--- config.mk ---
export PLATFORM = sky130hd
export DESIGN_NAME = npr_regs
export DESIGN_NICKNAME = d
export VERILOG_FILES = /design/src/core/npr_pkg.sv /design/src/core/npr_regs.sv
export SDC_FILE = /design/constraint.sdc
export NUM_CORES = 1
export LEC_CHECK = 0
export BUFFER_PORTS_ARGS = -buffer_cell sky130_fd_sc_hd__buf_2
export CORE_MARGIN = 2
export CORE_UTILIZATION = 54
export CTS_BUF_LIST = sky130_fd_sc_hd__clkbuf_4 sky130_fd_sc_hd__clkbuf_8
export DETAILED_ROUTE_END_ITERATION = 6
export MAX_ROUTING_LAYER = met4
export PLACE_DENSITY_LB_ADDON = 0.12
export SKIP_LAST_GASP = 1
export SLEW_MARGIN = 40
export SYNTH_ARGS = -nofsm -noshare
export SYNTH_HDL_FRONTEND = slang
export SYNTH_SLANG_ARGS = --single-unit
--- constraint.sdc ---
create_clock -name i_core_clk -period 4.7 [get_ports i_core_clk]
set_input_delay 1.41 -clock i_core_clk [delete_from_list [all_inputs] [get_ports i_core_clk]]
set_output_delay 1.41 -clock i_core_clk [all_outputs]
set_load 0.1 [all_outputs]
--- src/core/npr_pkg.sv ---
package npr_pkg;
   // register indices; byte address is four times the index
   localparam logic [5:0]  IDX_ANX        = 6'h06;
   localparam logic [5:0]  IDX_NPT        = 6'h07;
   localparam logic [5:0]  IDX_STS        = 6'h10;
   localparam logic [5:0]  IDX_PCR        = 6'h19;
   localparam int          ADDR_W         = 8;
   localparam int          IDX_LSB        = 2;

   // next_page_transmit fields
   localparam int          NPT_MORE_BIT   = 15;
   localparam int          NPT_RSVD_BIT   = 14;
   localparam int          NPT_MSG_BIT    = 13;
   localparam int          NPT_COMPLY_ACK_BIT   = 12;
   localparam int          NPT_TOG_BIT    = 11;
   localparam int          NPT_CODE_HI    = 10;
   localparam int          NPT_CODE_W     = 11;
   localparam logic        NPT_MORE_RST   = 1'b0;
   localparam logic        NPT_MSG_RST    = 1'b1;
   localparam logic        NPT_COMPLY_ACK_RST   = 1'b0;
   localparam logic        NPT_TOG_RST    = 1'b0;
   localparam logic [10:0] NPT_CODE_RST   = 11'h001;

   // phy_status_summary and expansion fields
   localparam int          STS_RSVD_BIT   = 15;
   localparam int          STS_SWAP_BIT   = 14;
   localparam int          ANX_NP_CAP_BIT = 2;
   localparam logic        ANX_NP_CAP     = 1'b1;

   // phy_control_register fields
   localparam int          PCR_AUTO_BIT   = 1;
   localparam int          PCR_FORCE_BIT  = 0;
   localparam logic        PCR_AUTO_RST   = 1'b1;
   localparam logic        PCR_FORCE_RST  = 1'b0;

   // bus answers
   localparam logic [1:0]  RESP_OKAY      = 2'h0;
   localparam logic [1:0]  RESP_SLVERR    = 2'h2;
endpackage : npr_pkg

--- src/core/npr_regs.sv ---
// Added by the designer: register access over AXI4-Lite.
`timescale 1ns/1ns
module npr_regs (
   // clock and reset
   input  wire logic                         i_core_clk,
   input  wire logic                         i_nrst,
   // axi4-lite write address
   input  wire logic                         i_awvalid,
   output logic                              o_awready,
   input  wire logic [npr_pkg::ADDR_W-1:0]   i_awaddr,
   input  wire logic [2:0]                   i_awprot,
   // axi4-lite write data
   input  wire logic                         i_wvalid,
   output logic                              o_wready,
   input  wire logic [31:0]                  i_wdata,
   input  wire logic [3:0]                   i_wstrb,
   // axi4-lite write response
   output logic                              o_bvalid,
   input  wire logic                         i_bready,
   output logic [1:0]                        o_bresp,
   // axi4-lite read address
   input  wire logic                         i_arvalid,
   output logic                              o_arready,
   input  wire logic [npr_pkg::ADDR_W-1:0]   i_araddr,
   input  wire logic [2:0]                   i_arprot,
   // axi4-lite read data
   output logic                              o_rvalid,
   input  wire logic                         i_rready,
   output logic [31:0]                       o_rdata,
   output logic [1:0]                        o_rresp,
   // negotiation side
   input  wire logic                         i_page_exchanged,
   output logic [15:0]                       o_np_code_word,
   // crossover side
   input  wire logic                         i_auto_swapped,
   output logic                              o_pair_swap_state
);

   typedef struct packed {
      logic                         aw_got;
      logic [npr_pkg::ADDR_W-1:0]   aw_addr;
      logic                         w_got;
      logic [31:0]                  w_data;
      logic [3:0]                   w_strb;
      logic                         awready;
      logic                         wready;
      logic                         bvalid;
      logic [1:0]                   bresp;
      logic                         arready;
      logic                         rvalid;
      logic [1:0]                   rresp;
      logic [31:0]                  rdata;
      logic                         more_pages;
      logic                         msg_page;
      logic                         comply_ack;
      logic                         toggle;
      logic [10:0]                  code;
      logic                         xover_auto;
      logic                         xover_force;
      logic                         pair_swap;
   } npr_state_s;

   localparam npr_state_s ST_RST = '{
      default     : '0,
      more_pages  : npr_pkg::NPT_MORE_RST,
      msg_page    : npr_pkg::NPT_MSG_RST,
      comply_ack  : npr_pkg::NPT_COMPLY_ACK_RST,
      toggle      : npr_pkg::NPT_TOG_RST,
      code        : npr_pkg::NPT_CODE_RST,
      xover_auto  : npr_pkg::PCR_AUTO_RST,
      xover_force : npr_pkg::PCR_FORCE_RST
   };

   npr_state_s   q;
   npr_state_s   d;
   logic         wr_fire;
   logic [5:0]   wr_idx;
   logic [31:0]  wr_data;
   logic [3:0]   wr_strb;
   logic [5:0]   rd_idx;

   // ack bit 14 is left 0 here; the arbitration inserts its own acknowledge
   function automatic logic [15:0] np_word(input npr_state_s s);
      logic [15:0] w;
      w = '0;
      w[npr_pkg::NPT_MORE_BIT] = s.more_pages;
      w[npr_pkg::NPT_MSG_BIT]  = s.msg_page;
      w[npr_pkg::NPT_COMPLY_ACK_BIT] = s.comply_ack;
      w[npr_pkg::NPT_TOG_BIT]  = s.toggle;
      w[npr_pkg::NPT_CODE_HI:0] = s.code;
      return w;
   endfunction : np_word

   function automatic logic is_mapped(input logic [5:0] idx);
      return idx == npr_pkg::IDX_NPT || idx == npr_pkg::IDX_STS ||
             idx == npr_pkg::IDX_ANX || idx == npr_pkg::IDX_PCR;
   endfunction : is_mapped

   function automatic logic [31:0] rd_mux(input logic [5:0] idx, input npr_state_s s);
      logic [31:0] r;
      r = '0;
      unique case (idx)
         npr_pkg::IDX_NPT: begin
            r[15:0] = np_word(s);
         end
         npr_pkg::IDX_STS: begin
            r[npr_pkg::STS_SWAP_BIT] = s.pair_swap;
         end
         npr_pkg::IDX_ANX: begin
            r[npr_pkg::ANX_NP_CAP_BIT] = npr_pkg::ANX_NP_CAP;
         end
         npr_pkg::IDX_PCR: begin
            r[npr_pkg::PCR_AUTO_BIT]  = s.xover_auto;
            r[npr_pkg::PCR_FORCE_BIT] = s.xover_force;
         end
         default: begin
            r = '0;
         end
      endcase
      return r;
   endfunction : rd_mux

   always_comb begin
      d = q;
      if (i_awvalid && q.awready) begin
         d.aw_got  = 1'b1;
         d.aw_addr = i_awaddr;
      end
      if (i_wvalid && q.wready) begin
         d.w_got  = 1'b1;
         d.w_data = i_wdata;
         d.w_strb = i_wstrb;
      end
      if (q.bvalid && i_bready) begin
         d.bvalid = 1'b0;
      end
      wr_fire = d.aw_got && d.w_got && !d.bvalid;
      wr_idx  = d.aw_addr[npr_pkg::ADDR_W-1:npr_pkg::IDX_LSB];
      wr_data = d.w_data;
      wr_strb = d.w_strb;
      // toggle first so a software write of the same word cannot mask it
      if (i_page_exchanged) begin
         d.toggle = ~q.toggle;
      end
      if (wr_fire) begin
         d.aw_got = 1'b0;
         d.w_got  = 1'b0;
         d.bvalid = 1'b1;
         d.bresp  = is_mapped(wr_idx) ? npr_pkg::RESP_OKAY : npr_pkg::RESP_SLVERR;
         // status and expansion accept writes silently
         if (wr_idx == npr_pkg::IDX_NPT) begin
            if (wr_strb[1]) begin
               d.more_pages = wr_data[npr_pkg::NPT_MORE_BIT];
               d.msg_page   = wr_data[npr_pkg::NPT_MSG_BIT];
               d.comply_ack = wr_data[npr_pkg::NPT_COMPLY_ACK_BIT];
               d.code[10:8] = wr_data[npr_pkg::NPT_CODE_HI:8];
            end
            if (wr_strb[0]) begin
               d.code[7:0] = wr_data[7:0];
            end
         end
         if (wr_idx == npr_pkg::IDX_PCR && wr_strb[0]) begin
            d.xover_auto  = wr_data[npr_pkg::PCR_AUTO_BIT];
            d.xover_force = wr_data[npr_pkg::PCR_FORCE_BIT];
         end
      end
      if (q.rvalid && i_rready) begin
         d.rvalid = 1'b0;
      end
      rd_idx = i_araddr[npr_pkg::ADDR_W-1:npr_pkg::IDX_LSB];
      if (i_arvalid && q.arready) begin
         d.rvalid = 1'b1;
         d.rdata  = rd_mux(rd_idx, q);
         d.rresp  = is_mapped(rd_idx) ? npr_pkg::RESP_OKAY : npr_pkg::RESP_SLVERR;
      end
      // force wins over the algorithm; neither set leaves pairs straight
      if (q.xover_force) begin
         d.pair_swap = 1'b1;
      end else if (q.xover_auto) begin
         d.pair_swap = i_auto_swapped;
      end else begin
         d.pair_swap = 1'b0;
      end
      d.awready = !d.aw_got && !d.bvalid;
      d.wready  = !d.w_got && !d.bvalid;
      d.arready = !d.rvalid;
   end

   always_ff @(posedge i_core_clk or negedge i_nrst) begin
      if (!i_nrst) begin
         q <= ST_RST;
      end else begin
         q <= d;
      end
   end

   assign o_awready         = q.awready;
   assign o_wready          = q.wready;
   assign o_bvalid          = q.bvalid;
   assign o_bresp           = q.bresp;
   assign o_arready         = q.arready;
   assign o_rvalid          = q.rvalid;
   assign o_rdata           = q.rdata;
   assign o_rresp           = q.rresp;
   assign o_np_code_word    = np_word(q);
   assign o_pair_swap_state = q.pair_swap;
endmodule : npr_regs

* Word level (Yosys, flattened, before mapping)
Cells that the tools add are included.
** Storage, ports and cells
- Flip-flop bits (word level) :: 89
- Bits in latches :: 0
- Memory bits (writable) :: 0
- ROM bits :: 0
- Input port bits :: 67
- Memories kept :: 0
** Cells by class
- $add $sub $neg :: 0
- Multipliers :: 0
- Divide/modulo/power cells :: 0
- Order comparisons :: 0
- Equality and inequality tests :: 8
- Shift operators :: 0
- Multiplexer cells :: 17
- Bitwise logic cells :: 1
- Reductions and logical operators :: 24
** Operators with widths (number)
- $mux 37 :: 1
- $mux 35 :: 1
- $eq 6x3->1 const B :: 4
- $eq 6x5->1 const B :: 4
- $mux 11 :: 1
- $logic_and 1x1->1 :: 10
- $mux 9 :: 1
- $mux 1 :: 8
- $logic_or 1x1->1 :: 6
- $reduce_and 3->1 :: 2
- $logic_not 1->1 :: 5
- $mux 2 :: 2
- $pmux 2 s2 :: 1
- $mux 3 :: 1
- $pmux 1 s2 :: 1
- $reduce_and 2->1 :: 1
- $not 1->1 :: 1

* Longest topological paths before layout
Gate-level depths: netlist of the first run.
- Word-level depth :: 10
- Depth in mapped cells :: 6
- Mapped depth without buffers :: 5

* Least setup slack after synthesis of the first run
No wires, ideal clock.
- Path kind :: input -> register
- Start point :: input port i_awaddr[7] in the netlist's numbering
- End point :: register q, in the netlist o_np_code_word[10]
- Setup time :: 0.125 ns
- Arrival time :: 2.651 ns
- Setup slack :: 1.924 ns
- Stages on the path :: 4
- Cell sequence :: nor4b_4 -> nand4_4 -> a221oi_4 -> mux2_2
** Between the ends
- Word-level cells in the longest chain between the ends :: 3
** Ends and longest elaborated chain
- from (decl) :: line npr_regs.sv:10 : input wire logic [npr_pkg::ADDR_W-1:0] i_awaddr,
- $mux 9 :: line npr_regs.sv:125 : if (i_awvalid && q.awready) begin
- $eq 6x3->1 :: line npr_regs.sv:151 : if (wr_idx == npr_pkg::IDX_NPT) begin
- $reduce_and 3->1 (no source line)
- to (signal assigned) :: line npr_regs.sv:191 : q <= ST_RST;
- to (signal assigned) :: line npr_regs.sv:193 : q <= d;
- to (decl) :: line npr_regs.sv:74 : npr_state_s q;
No other way between the ends.
A chain may end at the register's enable or synchronous reset.

* Worst setup path in the final report of the first run
- Start point :: input port i_wvalid
- End point :: register q, in the netlist o_np_code_word[6]
** Between the ends
- Word-level cells in the longest chain between the ends :: 5
** Ends and longest elaborated chain
- from (decl) :: line npr_regs.sv:13 : input wire logic i_wvalid,
- $logic_and 1x1->1 * :: line npr_regs.sv:129 : if (i_wvalid && q.wready) begin
- $mux 37 * :: line npr_regs.sv:129
- $logic_and 1x1->1 (2 in series) :: line npr_regs.sv:137 : wr_fire = d.aw_got && d.w_got && !d.bvalid;
- $reduce_and 3->1 (no source line)
Every way passes the cells marked *; elsewhere a longest branch is shown, timed or not.

==> results.md, run 1 <==
- Status: finished clean
- Critical path endpoint category: flop
- R2R depth: 5
- Filler cells: 491
- RSZ-0062 raised after global routing: false
- Synthesized instance count: 305
- # rows: 27
- Metal-1 WL: 2690 um
- Clk pin slew, worst setup/hold paths: 0.07 ns
- Critical-path top delay cell: and2_1
- Met2 wire len: 2670 um
- Max-cap violation count: 0
- CP delay by family, top: simple AND/OR/NAND/NOR gates
- Pwr/cell area: 643 mW/mm^2
- Clock Latency Late Sink: 0.33 ns
- Crit path depth: 6
- Inserted Clock Buffers: 9
- CP max stage delay: 0.58 ns
- Starting density of the core: 56.3%
- # IOs: 125
- Hold Path Depth: 1
- Largest net degree at the start of global routing: 39
- Synth top cells by count: nand2_1 (82), dfrtp_1 (62), buf_4 (52), mux2_2 (22), o21ai_0 (18)
- Area of the die: 0.00644 mm^2
- Area share of the largest cell type after synthesis: 49.4%
- Worst-case clock skew: 0.00779 ns
- Initial antenna violation count: 0
- CTS tree: yes
- DR DRC count: 0
- Switch Pwr: 0.985 mW
- Die X: 80.2 um
- # diodes: 0
- Max rail drop VDD: 0.000635 V
- GRT overflow: 0
- Layout cells sized above 1: 35.8%
- Routed WL: 5770 um
- Final Hold Viols: 0
- First-pass GRT wire length: 9430 um
- Buffers & Inverters on Critical Path: 1
- WP data required: 4.92 ns
- # hold bufs at CTS: 0
- Fmax: 336 MHz
- Fin crit period: 2.98 ns
- Layout area overhead: 11.9%
- Setup TNS: 0 ns
- Crit start category: input pin
- Post-cts sizing count: 0
- Gate power share: 38.2%
- Pre-CTS setup slack: 1.32 ns
- Total Routing Usage GR: 20.0%
- Max clock buf depth: 2
- GP Congestion: 0.785
- Postcts setup bufs: 0
- Height of the die: 80.2 um
- Antenna viol nets, final: 0
- Arrival time at the worst endpoint: 3.20 ns
- Vias: 2,143
- Hold WC Path Type: flop to flop
- Period utilization: 63.4%
- Worst Path Max Fanout: 19
- Detail Placement HPWL: 4110 um
- Final slew viol count: 0
- Critical path class: input pin to flop
- Int Pwr: 1.27 mW
- Iteration-0 DRC Markers: 89
- Synth warn: 0
- Sw Ratio: 43.6%
- Core Area: 0.00557 mm^2
- Flops & latches, synth: 65
- Max Used Layer: met4
- Cell with the most instances after synthesis: nand2_1
- Yosys top cell by area: dfrtp_1
- Sequential-to-total area share from yosys stat: 51.9%
- Ranking of synthesized cells by area: dfrtp_1 (49%), buf_4 (12%), nand2_1 (9.8%)
- Mapped Area: 0.00314 mm^2
- Worst-Margin Slew: 0.745 ns
- Crit path cell chain: buf_2 > and2_1 > nand2_1 > a21oi_1 > a21boi_4 > mux2_2
- Ys async rst share: 100%
- Post-Syn Area per Cell: 10.3 um^2
- Number of distinct library cells after synthesis: 45
- Synth Flop Type: dfrtp_1
- Leak pwr: 1.82 nW
- H-Tree Level Count: 3
- Routed WL per cell: 13.5 um
- Power consumption: 2.26 mW
- Via/cell ratio: 5.02
- DRT Pass-1 Iters: 4
- EDFF count, synth: 0
- Rel. slew slack: 50.2%
- Register share of total power: 35.9%
- Vias in the first global route: 1,977
- # port buffers: 75
- Clock root buffer: clkbuf_8
- WL met3: 343 um
- Setup violators final: 0
- Layout Nets: 417
- Post-route worst setup slack: 1.72 ns
- Clk sinks: 65
- Clock Power Share: 25.8%
## per-layer routing
metal  global-route usage, %  up-vias
li1                        -     1037
met1                    27.0     1021
met2                    29.6       77
met3                    3.82        8
met4                    8.64        0
met5                       -        -
## registers in the layout, summed over array words and instances (netlist names)
signal	flops
q	26
o_rdata	16
o_np_code_word	15
o_arready	1
o_awready	1
o_bresp	1
o_bvalid	1
o_pair_swap_state	1
o_rresp	1
o_rvalid	1
o_wready	1
## through the flow
| step | instance area [um^2] | hold WS (ns) | utilization [%] | instances |
|---|---|---|---|---|
| detailed placement | 3250 | 0.448 | 58.3 | 411 |
| global placement | 3250 | 0.443 | 58.3 | 411 |
| CTS | 3500 | 0.457 | 62.9 | 427 |
| finish | 3510 | 0.459 | 63.0 | 427 |
| global route | 3510 | 0.485 | 63.0 | 427 |
| floorplan | 3210 | 0.425 | - | 323 |
## layout by cell type (no fill, tap or decap), types with 2 or more instances in the layout
cell,count
a21o_1,2
a21oi_1,4
a32oi_1,2
and2_1,2
buf_2,74
buf_4,2
bufinv_16,3
clkbuf_8,10
clkinvlp_4,2
conb_1,19
dfrtp_1,62
dfstp_2,3
inv_1,3
mux2_2,22
nand2_1,82
nand3_1,3
nor2_1,5
nor2b_1,3
nor3_1,5
o21ai_0,18
## final timing paths
check,from,endpoint,slack (ns)
max,i_wvalid,o_np_code_word[6],1.72
max reg2reg,o_wready,o_np_code_word[6],2.51
min,q[104],o_awready,0.46
min reg2reg,q[104],o_awready,0.46
max in group asynchronous,i_nrst,o_np_code_word[13],2.90
min in group asynchronous,i_nrst,q[65],1.04
## kinds of logic (layout without fill, tap and decap cells)
family / after synthesis / after routing / share of synthesized area, %
and+or+nand+nor: 118 / 118 / 18.0
DFF: 65 / 65 / 51.9
buffers and inverters: 63 / 95 / 14.0
AOI/OAI and AO/OA: 34 / 34 / 7.53
muxes: 22 / 22 / 7.89
xor gates and xnor gates: 2 / 2 / 0.558
other: 1 / 19 / 0.119
## final cells by class
cell class / count / area (um^2) / share of cell area (%)
sequential: 65 / 1630 / 46.4
timing repair buffer: 76 / 385 / 11.0
clock inverter: 6 / 114 / 3.24
inverter: 3 / 11.3 / 0.321
tap: 72 / 90.1 / 2.57
multi-input combinational: 195 / 1140 / 32.6
clock buffer: 10 / 138 / 3.92
## power groups by stage
stage	clock (mW)	combinational, mW	sequential [mW]
2_1_floorplan	0	0.669	0.924
3_3_place_gp	0	0.854	0.816
3_5_place_dp	0	0.864	0.821
4_1_cts	0.597	0.870	0.812
5_1_grt	0.620	0.917	0.832
6_report	0.583	0.864	0.812
Note: power is estimated with default switching activity, not from simulation.
==> run 2, diff against run 1 <==
Settings changed: CORE_UTILIZATION 54 to 50.
Clock period 4.7 ns to 2.9 ns, I/O delays scaled along.
==> results.md, run 2 (synthesized netlist as in run 1, its figures left out) <==
- Critical-path top delay cell: dfstp_2 (was and2_1)
- Die X: 83.2 um (was 80.2 um)
- Max reg flops: 26 (unchanged)
- Arrival time at the worst endpoint: 1.31 ns (was 3.20 ns)
- Critical path class: flop to output pin (was input pin to flop)
- Setup TNS: 0 ns (unchanged)
- First-pass GRT wire length: 9940 um (was 9430 um)
- Max rail drop VDD: 0.000728 V (was 0.000635 V)
- Fmax: 460 MHz
- # hold bufs at CTS: 0 (unchanged)
- Largest net degree at the start of global routing: 66 (was 39)
- Total Routing Usage GR: 18.7% (was 20.0%)
- Postcts setup bufs: 0 (unchanged)
- Layout cells sized above 1: 36.0% (was 35.8%)
- Period utilization: 75.0%
- Iteration-0 DRC Markers: 65 (was 89)
- Detail Placement HPWL: 4190 um (was 4110 um)
- Hold WC Path Type: flop to flop (unchanged)
- DR DRC count: 0 (unchanged)
- Core Area: 0.00599 mm^2 (was 0.00557 mm^2)
- Starting density of the core: 52.4% (was 56.3%)
- Status: finished clean (unchanged)
- Clock root buffer: clkbuf_8 (unchanged)
- Final slew viol count: 0 (unchanged)
- Reg area: 0.00163 mm^2 (unchanged)
- Max-cap violation count: 0 (unchanged)
- RR Endpoint: o_np_code_word[8] (was o_np_code_word[6])
- Buffers & Inverters on Critical Path: 1 (unchanged)
- Layout area overhead: 10.5% (was 11.9%)
- Pwr/cell area: 981 mW/mm^2 (was 643 mW/mm^2)
- Initial antenna violation count: 0 (unchanged)
- # port buffers: 75 (unchanged)
- Crit path depth: 1 (was 6)
- CTS tree: yes (unchanged)
- Clk pin slew, worst setup/hold paths: 0.07 ns (about the same)
- CP delay by family, top: flip-flops (was simple AND/OR/NAND/NOR gates)
- Antenna viol nets, final: 0 (unchanged)
- GP Congestion: 0.809 (was 0.785)
- WP data required: 2.03 ns (was 4.92 ns)
- Final Hold Viols: 0 (unchanged)
- Setup violators final: 0 (unchanged)
- Routed WL per cell: 13.7 um (was 13.5 um)
- CP max stage delay: 0.55 ns (was 0.58 ns)
- Inserted Clock Buffers: 9 (unchanged)
- Vias in the first global route: 2,065 (was 1,977)
- FF-to-FF setup slack: 0.98 ns (was 2.51 ns)
- Height of the die: 83.2 um (was 80.2 um)
- Worst Setup EP: o_np_code_word[0] (was o_np_code_word[6])
- GRT overflow: 0 (unchanged)
- R2R Path Start: q[99] (was o_wready)
- Fin crit period: 2.18 ns
- Layout Nets: 421 (was 417)
- Routed WL: 5940 um (was 5770 um)
- # IOs: 125 (unchanged)
- Vias: 2,104 (was 2,143)
- H-Tree Level Count: 3 (unchanged)
- Max clock buf depth: 2 (unchanged)
- Clk sinks: 65 (unchanged)
- Clock Latency Late Sink: 0.34 ns (was 0.33 ns)
- Footprint of the multi-input gates: 0.00114 mm^2 (about the same)
- Crit path cell chain: buf_2 (was buf_2 > and2_1 > nand2_1 > a21oi_1 > a21boi_4 > mux2_2)
- RSZ-0062 raised after global routing: false (unchanged)
- # diodes: 0 (unchanged)
- Commonest non-fill, non-tap cell in the layout: nand2_1 (unchanged)
- Post-Place Cell Area: 0.00330 mm^2 (was 0.00325 mm^2)
- Area of the die: 0.00693 mm^2 (was 0.00644 mm^2)
- Critical path endpoint category: output pin (was flop)
- # rows: 28 (was 27)
- R2R depth: 4 (was 5)
- Crit. Startpoint: o_np_code_word[0] (was i_wvalid)
- Commonest non-fill, non-tap cells in the layout: nand2_1 (82), buf_2 (75), dfrtp_1 (62) (was nand2_1 (82), buf_2 (74), dfrtp_1 (62))
- Via/cell ratio: 4.86 (was 5.02)
- Worst-Margin Slew: 0.729 ns (was 0.745 ns)
- Filler cells: 546 (was 491)
- Post-cts sizing count: 0 (unchanged)
- Hold Startpoint: q[71] (was q[104])
- Leak pwr: 1.82 nW (about the same)
- Worst-case clock skew: 0.00817 ns (was 0.00779 ns)
- Top reg by flops: q (unchanged)
- Rel. slew slack: 51.3% (was 50.2%)
- DRT Pass-1 Iters: 4 (unchanged)
- Crit start category: flop (was input pin)
- Post-Layout Inst Area: 0.00347 mm^2 (was 0.00351 mm^2)
- Worst Path Max Fanout: 3 (was 19)
[run 2: worst min-delay path: cells and delay by family, from the launching register on]
kind / cells / cell delay [ns]
flip-flops: 1 / 0.32
AND/OR/NAND/NOR: 2 / 0.11
[run 2: layout make-up]
type	instances	area share, %
Clock buffer	12	4.40
Clock inverter	3	0.505
Inverter	3	0.325
Multi-Input combinational cell	195	32.8
Sequential cell	65	47.0
Tap cell	75	2.71
Timing Repair Buffer	80	12.3
[run 2: stage by stage]
stage | utilization [%] | power [mW] | hold WS [ns] | instances | setup WS [ns]
floorplan | - | 2.58 | 0.425 | 323 | 0.488
global placement | 55.1 | 2.73 | 0.447 | 418 | 0.360
detailed placement | 55.1 | 2.75 | 0.454 | 418 | 0.369
CTS | 57.9 | 3.44 | 0.475 | 433 | 0.703
global route | 57.9 | 3.59 | 0.493 | 433 | 0.678
finish | 57.9 | 3.40 | 0.470 | 433 | 0.724
[run 2: report_power, final]
part	internal, mW	leakage [nW]	switching, mW	total, mW
combinational	0.316	0.890	1.11	1.42
sequential	1.17	0.837	0.147	1.32
clock	0.345	0.0891	0.321	0.665
total	1.83	1.82	1.57	3.40
[run 2: routing by layer]
layer  global-route usage [%]  share of wire, %  vias up
li1                         -                 -     1045
met1                     23.8                47      970
met2                     28.4                45       85
met3                     6.56               6.9        4
met4                     5.37              0.88        0
met5                        -                 0        -
[run 2: worst min path at each step]
| stage | endpoint | cells after the start | slack [ns] |
|---|---|---|---|
| floorplan | o_awready | 1 | 0.43 |
| global placement | o_awready | 1 | 0.45 |
| detailed placement | o_awready | 1 | 0.45 |
| CTS | q[71] | 2 | 0.47 |
| global route | o_bresp[1] | 2 | 0.49 |
| finish | q[71] | 2 | 0.47 |
